File: config.mk
export PLATFORM = sky130hd
export DESIGN_NAME = flash_host
export DESIGN_NICKNAME = d
export VERILOG_FILES = /design/src/flash_host_pkg.sv /design/src/flash_host.sv
export SDC_FILE = /design/constraint.sdc
export NUM_CORES = 1
export LEC_CHECK = 0
export BUFFER_PORTS_ARGS = -buffer_cell sky130_fd_sc_hd__buf_4
export CAP_MARGIN = 20
export CORE_ASPECT_RATIO = 1.5
export CORE_MARGIN = 1
export CORE_UTILIZATION = 50
export DETAILED_ROUTE_END_ITERATION = 8
export PLACE_DENSITY_LB_ADDON = 0.3
export SKIP_LAST_GASP = 1
export SLEW_MARGIN = 40
export SYNTH_ARGS = -nofsm -noshare
export SYNTH_HDL_FRONTEND = slang
export SYNTH_SLANG_ARGS = --single-unit
File: constraint.sdc
create_clock -name clk -period 2.3 [get_ports clk]
set_input_delay 0.46 -clock clk [delete_from_list [all_inputs] [get_ports clk]]
set_output_delay 0.46 -clock clk [all_outputs]
set_load 0.05 [all_outputs]
File: src/flash_host_pkg.sv
package flash_host_pkg;
   // bus geometry
   localparam int ADDR_W = 21;
   localparam int DATA_W = 16;
   localparam int CLK_PERIOD_NS = 25;
   // timing figures in ns, cycle counts derived (least times round up)
   localparam int ADDRESS_ACCESS_TIME_NS = 70;
   localparam int SELECT_ACCESS_TIME_NS = 70;
   localparam int OUTPUT_ACCESS_TIME_NS = 30;
   localparam int WRITE_PULSE_NS = 35;
   localparam int WRITE_HIGH_NS = 30;
   localparam int RESET_PULSE_MIN_NS = 500;
   localparam int RESET_TO_READ_DELAY_NS = 50;
   localparam int READ_CYC = (ADDRESS_ACCESS_TIME_NS + CLK_PERIOD_NS - 1) / CLK_PERIOD_NS;
   localparam int WRITE_CYC = (WRITE_PULSE_NS + CLK_PERIOD_NS - 1) / CLK_PERIOD_NS;
   localparam int WHIGH_CYC = (WRITE_HIGH_NS + CLK_PERIOD_NS - 1) / CLK_PERIOD_NS;
   localparam int RST_CYC = (RESET_PULSE_MIN_NS + CLK_PERIOD_NS - 1) / CLK_PERIOD_NS;
   localparam int RH_CYC = (RESET_TO_READ_DELAY_NS + CLK_PERIOD_NS - 1) / CLK_PERIOD_NS;
   localparam int CNT_W = 8;
   // user operation codes
   localparam logic [2:0] OP_READ = 3'h0;
   localparam logic [2:0] OP_WRITE = 3'h1;
   localparam logic [2:0] OP_RESET = 3'h2;
   localparam logic [2:0] OP_ACCEL_WRITE = 3'h3;
   localparam logic [2:0] OP_HV_WRITE = 3'h4;
   localparam logic [2:0] OP_VERIFY = 3'h5;
   localparam logic [2:0] OP_ALT_PROTECT = 3'h6;
   // address line positions
   localparam int ADDR_LINE_ONE = 1;
   localparam int ADDR_LINE_SIX = 6;
   typedef enum logic [5:0] {
      ST_IDLE = 6'h01,
      ST_READ = 6'h02,
      ST_WLOW = 6'h04,
      ST_WHIGH = 6'h08,
      ST_RST = 6'h10,
      ST_RH = 6'h20
   } state_t;
endpackage

File: src/flash_host.sv
`timescale 1ns/1ps
module flash_host #(
   parameter int RST_CYCLES = flash_host_pkg::RST_CYC
)(
   input wire logic clk,
   input wire logic rst,
   input wire logic req_valid,
   input wire logic [2:0] req_op,
   input wire logic [flash_host_pkg::ADDR_W-1:0] req_addr,
   input wire logic [flash_host_pkg::DATA_W-1:0] req_wdata,
   input wire logic standby_req,
   output logic req_ready,
   output logic rsp_valid,
   output logic [flash_host_pkg::DATA_W-1:0] rsp_rdata,
   output logic busy,
   output logic flash_ce_n,
   output logic flash_oe_n,
   output logic flash_we_n,
   output logic flash_reset_n,
   output logic [flash_host_pkg::ADDR_W-1:0] flash_addr,
   output logic [flash_host_pkg::DATA_W-1:0] flash_dq_out,
   output logic flash_dq_oe_n,
   output logic reset_hv_en,
   output logic line_nine_hv_en,
   output logic oe_hv_en,
   output logic protect_accel_pin,
   output logic accel_hv_en,
   input wire logic [flash_host_pkg::DATA_W-1:0] flash_dq_in,
   input wire logic completion_indicator
);
   flash_host_pkg::state_t st_ff, nxt_st;
   logic [flash_host_pkg::CNT_W-1:0] cnt_ff, nxt_cnt;
   logic [2:0] op_ff, nxt_op;
   logic ce_n_ff, nxt_ce_n, oe_n_ff, nxt_oe_n, we_n_ff, nxt_we_n, rn_ff, nxt_rn;
   logic [flash_host_pkg::ADDR_W-1:0] a_ff, nxt_a;
   logic [flash_host_pkg::DATA_W-1:0] d_ff, nxt_d, rd_ff, nxt_rd;
   logic dqoe_n_ff, nxt_dqoe_n, rhv_ff, nxt_rhv, a9hv_ff, nxt_a9hv, oehv_ff, nxt_oehv;
   logic acc_ff, nxt_acc, rdy_ff, nxt_rdy, rv_ff, nxt_rv, busy_ff, nxt_busy;
   logic [flash_host_pkg::DATA_W-1:0] dq_s1_ff, dq_s2_ff;
   logic cmp_s1_ff, cmp_s2_ff;

   // pin inputs pass two flops; first stage feeds only the second
   always_ff @(posedge clk)
   begin
      dq_s1_ff <= flash_dq_in;
      dq_s2_ff <= dq_s1_ff;
      cmp_s1_ff <= completion_indicator;
      cmp_s2_ff <= cmp_s1_ff;
   end

   // sequencer: one request at a time, pins stepped by counted cycles
   always_comb
   begin
      nxt_st = st_ff;
      nxt_cnt = cnt_ff;
      nxt_op = op_ff;
      nxt_ce_n = ce_n_ff;
      nxt_oe_n = oe_n_ff;
      nxt_we_n = we_n_ff;
      nxt_rn = rn_ff;
      nxt_a = a_ff;
      nxt_d = d_ff;
      nxt_rd = rd_ff;
      nxt_dqoe_n = dqoe_n_ff;
      nxt_rhv = rhv_ff;
      nxt_a9hv = a9hv_ff;
      nxt_oehv = oehv_ff;
      nxt_acc = acc_ff;
      nxt_rdy = 1'b0;
      nxt_rv = 1'b0;
      nxt_busy = ~cmp_s2_ff;
      case (st_ff)
         flash_host_pkg::ST_IDLE:
         begin
            // idle: select released when asked, keeping the device in standby
            nxt_ce_n = standby_req;
            nxt_oe_n = 1'b1;
            nxt_we_n = 1'b1;
            nxt_dqoe_n = 1'b1;
            nxt_rhv = 1'b0;
            nxt_a9hv = 1'b0;
            nxt_oehv = 1'b0;
            nxt_acc = 1'b0; // accel level dropped outside accelerated writes
            nxt_rdy = 1'b1;
            if (req_valid && rdy_ff)
            begin
               nxt_rdy = 1'b0;
               nxt_op = req_op;
               nxt_a = req_addr;
               nxt_d = req_wdata;
               nxt_ce_n = 1'b0;
               case (req_op)
                  flash_host_pkg::OP_RESET:
                  begin
                     // ready returns only once reset has completed, so the caller can reissue a cut write
                     nxt_ce_n = 1'b1;
                     nxt_rn = 1'b0; // hold reset low for the minimum pulse
                     nxt_cnt = RST_CYCLES[flash_host_pkg::CNT_W-1:0];
                     nxt_st = flash_host_pkg::ST_RST;
                  end
                  flash_host_pkg::OP_READ, flash_host_pkg::OP_VERIFY:
                  begin
                     nxt_oe_n = 1'b0; // select and gate low, strobe high
                     nxt_a9hv = (req_op == flash_host_pkg::OP_VERIFY);
                     if (req_op == flash_host_pkg::OP_VERIFY)
                        nxt_a[flash_host_pkg::ADDR_LINE_ONE] = 1'b1;
                     // one extra count: the first sync flop must not capture before the full access time
                     nxt_cnt = flash_host_pkg::READ_CYC[flash_host_pkg::CNT_W-1:0] + 8'h01;
                     nxt_st = flash_host_pkg::ST_READ;
                  end
                  default:
                  begin
                     nxt_we_n = 1'b0; // strobe and select low, gate high
                     nxt_dqoe_n = 1'b0;
                     nxt_acc = (req_op == flash_host_pkg::OP_ACCEL_WRITE);
                     // protect-all before unprotect is left to the caller's order of requests
                     nxt_rhv = (req_op == flash_host_pkg::OP_HV_WRITE); // reset pin only
                     if (req_op == flash_host_pkg::OP_ALT_PROTECT)
                     begin
                        nxt_a9hv = 1'b1; // line nine and gate at high voltage
                        nxt_oehv = 1'b1;
                        nxt_a[flash_host_pkg::ADDR_LINE_SIX] = 1'b0;
                     end
                     nxt_cnt = flash_host_pkg::WRITE_CYC[flash_host_pkg::CNT_W-1:0];
                     nxt_st = flash_host_pkg::ST_WLOW;
                  end
               endcase
            end
         end
         flash_host_pkg::ST_READ:
         begin
            nxt_cnt = cnt_ff - 1'b1;
            // sample after two extra cycles to cover the input synchroniser
            if (cnt_ff == '0)
            begin
               nxt_rd = dq_s2_ff;
               nxt_rv = 1'b1;
               nxt_oe_n = 1'b1;
               nxt_a9hv = 1'b0;
               nxt_st = flash_host_pkg::ST_IDLE;
            end
         end
         flash_host_pkg::ST_WLOW:
         begin
            nxt_cnt = cnt_ff - 1'b1;
            if (cnt_ff == 8'h01)
            begin
               nxt_we_n = 1'b1; // rising edge latches data, ends protection pulse
               nxt_cnt = flash_host_pkg::WHIGH_CYC[flash_host_pkg::CNT_W-1:0];
               nxt_st = flash_host_pkg::ST_WHIGH;
            end
         end
         flash_host_pkg::ST_WHIGH:
         begin
            nxt_cnt = cnt_ff - 1'b1;
            if (cnt_ff == 8'h01)
            begin
               nxt_dqoe_n = 1'b1;
               nxt_rv = 1'b1;
               nxt_st = flash_host_pkg::ST_IDLE;
            end
         end
         flash_host_pkg::ST_RST:
         begin
            nxt_cnt = cnt_ff - 1'b1;
            if (cnt_ff == 8'h01)
            begin
               nxt_rn = 1'b1;
               nxt_cnt = flash_host_pkg::RH_CYC[flash_host_pkg::CNT_W-1:0];
               nxt_st = flash_host_pkg::ST_RH;
            end
         end
         flash_host_pkg::ST_RH:
         begin
            // no read before reset-to-read delay and completion indicator high
            if (cnt_ff != '0)
               nxt_cnt = cnt_ff - 1'b1;
            else if (cmp_s2_ff)
            begin
               nxt_rv = 1'b1;
               nxt_st = flash_host_pkg::ST_IDLE;
            end
         end
         default:
            nxt_st = flash_host_pkg::ST_IDLE;
      endcase
   end

   // registers; reset leaves pins idle and the flash out of reset
   always_ff @(posedge clk)
   begin
      if (rst)
      begin
         st_ff <= flash_host_pkg::ST_IDLE;
         cnt_ff <= '0;
         op_ff <= flash_host_pkg::OP_READ;
         ce_n_ff <= 1'b1;
         oe_n_ff <= 1'b1;
         we_n_ff <= 1'b1;
         rn_ff <= 1'b1;
         a_ff <= '0;
         d_ff <= '0;
         rd_ff <= '0;
         dqoe_n_ff <= 1'b1;
         rhv_ff <= 1'b0;
         a9hv_ff <= 1'b0;
         oehv_ff <= 1'b0;
         acc_ff <= 1'b0;
         rdy_ff <= 1'b0;
         rv_ff <= 1'b0;
         busy_ff <= 1'b0;
      end
      else
      begin
         st_ff <= nxt_st;
         cnt_ff <= nxt_cnt;
         op_ff <= nxt_op;
         ce_n_ff <= nxt_ce_n;
         oe_n_ff <= nxt_oe_n;
         we_n_ff <= nxt_we_n;
         rn_ff <= nxt_rn;
         a_ff <= nxt_a;
         d_ff <= nxt_d;
         rd_ff <= nxt_rd;
         dqoe_n_ff <= nxt_dqoe_n;
         rhv_ff <= nxt_rhv;
         a9hv_ff <= nxt_a9hv;
         oehv_ff <= nxt_oehv;
         acc_ff <= nxt_acc;
         rdy_ff <= nxt_rdy;
         rv_ff <= nxt_rv;
         busy_ff <= nxt_busy;
      end
   end

   assign req_ready = rdy_ff;
   assign rsp_valid = rv_ff;
   assign rsp_rdata = rd_ff;
   assign busy = busy_ff;
   assign flash_ce_n = ce_n_ff;
   assign flash_oe_n = oe_n_ff;
   assign flash_we_n = we_n_ff;
   assign flash_reset_n = rn_ff;
   assign flash_addr = a_ff;
   assign flash_dq_out = d_ff;
   assign flash_dq_oe_n = dqoe_n_ff;
   assign reset_hv_en = rhv_ff;
   assign line_nine_hv_en = a9hv_ff;
   assign oe_hv_en = oehv_ff;
   assign protect_accel_pin = 1'b1;
   assign accel_hv_en = acc_ff;
endmodule

==> results.sh <==
export IMPL_outcome="complete, no violations"
export IMPL_setup_violations=0
export IMPL_antennaDiodeCount=0
export IMPL_p_per_area_mw_per_mm2=1200
export IMPL_drt_iter0_drc=213
export IMPL_dp_hpwl_um=6880
export IMPL_rows=40
export IMPL_ys_seq_elements=113
export IMPL_stdcell_count=707
export IMPL_crit_path_max_fanout=12
export IMPL_syn_area_mm2=0.00415
export IMPL_place_ws_ns=0.101
export IMPL_ir_drop_mv=0.877
export IMPL_finalCriticalPeriod_ns=2.16
export IMPL_startpoint="st_ff[4]$_SDFFE_PP0P_"
export IMPL_critPathLaunchType="flip-flop"
export IMPL_clk_pin_slew_ns=0.06
export IMPL_finalCritPeriodShare=0.939
export IMPL_crit_buf_inv=0
export IMPL_synth_distinct_cells=55
export IMPL_clock_sinks=113
export IMPL_skew_ns=0.0148
export IMPL_vias_per_cell=5.20
export IMPL_grt_total_usage=0.249
export IMPL_cp_slowest_stage_delay_ns=0.57
export IMPL_antenna_found_initial=0
export IMPL_grt_overflow=0
export IMPL_cts_buffer_depth=2
export IMPL_cts_tree="yes"
export IMPL_hold_path_class="in -> reg"
export IMPL_clkLatencyLatePin_ns=0.41
export IMPL_io_buffers=125
export IMPL_tightest_slew_ns=0.624
export IMPL_drc=0
export IMPL_max_cap_violations=0
export IMPL_vias=3679
export IMPL_ys_flop_type="dfxtp_1"
export IMPL_die_height_um=114
export IMPL_cts_buffers=17
export IMPL_hold_ws_ns=0.151
export IMPL_hold_viol=0
export IMPL_synthCells=470
export IMPL_finalSetupTns_ns=0
export IMPL_drive_gt1_frac=0.299
export IMPL_slowest_stage="dfxtp_1"
export IMPL_grt_pass1_wl_um=16800
export IMPL_die_x_um=76.4
export IMPL_cp_end_kind="flip-flop"
export IMPL_crit_type="reg -> reg"
export IMPL_grt_max_degree=58
export IMPL_cts_setup_buffers=0
export IMPL_ctsResizeCount=0
export IMPL_seq_area_frac_synth=0.545
export IMPL_cp_top_family="simple AND/OR/NAND/NOR gates"
export IMPL_htreeDepth=4
export IMPL_synthesis_nets=534
export IMPL_p_total_mw=6.90
export IMPL_first_pass_iters=4
export IMPL_min_from="flash_dq_in[3]"
export IMPL_syn_to_final_growth_pct=38.4
export IMPL_arrival_ns=2.49
export IMPL_crit_chain="nor4b_2, a22oi_2, a32o_2, or4_1, a31oi_1"
export IMPL_drtAntennaViolNets=0
export IMPL_syn_avg_cell_area_um2=8.83
export IMPL_wl_per_cell_um=14.9
export IMPL_p_leak_nw=2.41
export IMPL_fin_ws_ns=0.141
export IMPL_start_util=0.518
export IMPL_place_gp_congestion=0.901
export IMPL_core_area_mm2=0.00801
export IMPL_worstReg2RegStart="st_ff[4]$_SDFFE_PP0P_"
export IMPL_grt_pass1_vias=3656
export IMPL_wl_um=10500
export IMPL_cts_hold_buf=0
export IMPL_synth_edff_count=0
export IMPL_async_flop_share=0
export IMPL_maxSlewHeadroom=0.584
export IMPL_root_buffer="clkbuf_16"
export IMPL_fin_nets=653
export IMPL_placed_cells=675
export IMPL_cp_required_ns=2.63
export IMPL_fmax_ghz=0.463
export IMPL_num_io_pins=127
export IMPL_yosys_warnings=0
export IMPL_slew_viol_final=0
export IMPL_rsz0062_at_grt="false"
export IMPL_dieArea_mm2=0.00868
==> synth_stat cells (5+ instances only) <==
library cell    n  area share
inv_1           5      0.0045
nor3_1         14       0.017
clkbuf_1       19       0.017
dfxtp_1       113        0.54
a21oi_1        66       0.080
nand2_1       117        0.11
nor2_1         25       0.023
buf_2           8      0.0096
nor2b_1         6      0.0090
nand4_1         5      0.0075
xor2_1          5       0.011
nand3_1         7      0.0084
o21ai_0         8      0.0096
mux2i_1         5       0.012
==> placed cells by master, fill, tap and decap left out, drive strengths merged, types with 2 or more instances in the layout <==
cell type,count
nor2b,6
mux2i,5
clkinvlp,3
xor2,5
or2,2
ha,3
a32o,2
and2,3
nor3,14
nor4,5
buf,133
clkinv,3
a21oi,66
nor2,28
o31ai,2
a31oi,4
dfxtp,113
o211ai,3
or4,4
nand4,5
xnor2,2
and3,3
a211oi,2
clkbuf,20
o21ai,9
nand3,8
nand2b,4
inv,8
bufinv,3
nand2,117
nand4b,2
==> area by class of cell <==
cell class	instances	area, um2
flip-flops and latches	113	2260
fillers	622	2260
multi-input cells	319	1710
repair buffers	133	1010
clock buffers	20	457
clock inverters	12	154
well taps	105	131
inverters	5	18.8
==> worst paths after layout <==
check	endpoint	depth (start not counted)	slack, ns
setup / recovery	cnt_ff[7]$_SDFFE_PP0P_	5	0.14
hold / removal	dq_s1_ff[3]$_DFF_P_	1	0.15
setup reg to reg	cnt_ff[7]$_SDFFE_PP0P_	5	0.14
hold reg to reg	dq_s2_ff[10]$_DFF_P_	0	0.32
==> logic make-up after synthesis <==
family / share of synthesized area
buffers and inverters: 0.0443
DFF: 0.545
adders and majority gates: 0.00904
xor gates and xnor gates: 0.0148
muxes: 0.0148
and+or+nand+nor: 0.233
other: 0.000903
AOI/OAI and AO/OA: 0.139
==> sequential cells by signal, summed over array words and instances, names as in the netlist <==
name             cells
accel_hv_en          1
busy                 1
cmp_s1_ff            1
cmp_s2_ff            1
cnt_ff               8
dq_s1_ff            16
dq_s2_ff            16
flash_addr          21
flash_ce_n           1
flash_dq_oe_n        1
flash_dq_out        16
flash_oe_n           1
flash_reset_n        1
flash_we_n           1
line_nine_hv_en      1
oe_hv_en             1
req_ready            1
reset_hv_en          1
rsp_rdata           16
rsp_valid            1
st_ff                6
==> where the power goes <==
group          leakage, nW  switching, mW  internal, mW
Sequential           0.928          0.175          2.16
Combinational         1.19           1.23         0.656
Clock                0.293          0.911          1.76
==> metrics by stage <==
step / utilization / area, um2
2_1_floorplan: - / 4150
3_3_place_gp: 0.640 / 5130
3_5_place_dp: 0.640 / 5130
4_1_cts: 0.717 / 5740
5_1_grt: 0.718 / 5750
6_report: 0.718 / 5750
==> routing by layer <==
metal	GRT usage	part of all wire	vias up	wire length [um]
met3	0.0776	0.068	15	715
met5	0	0	-	0
met4	0.118	0.018	0	185
li1	-	-	1819	-
met2	0.453	0.54	132	5620
met1	0.258	0.38	1713	3980
No activity file was read; power rests on OpenSTA's default activity.
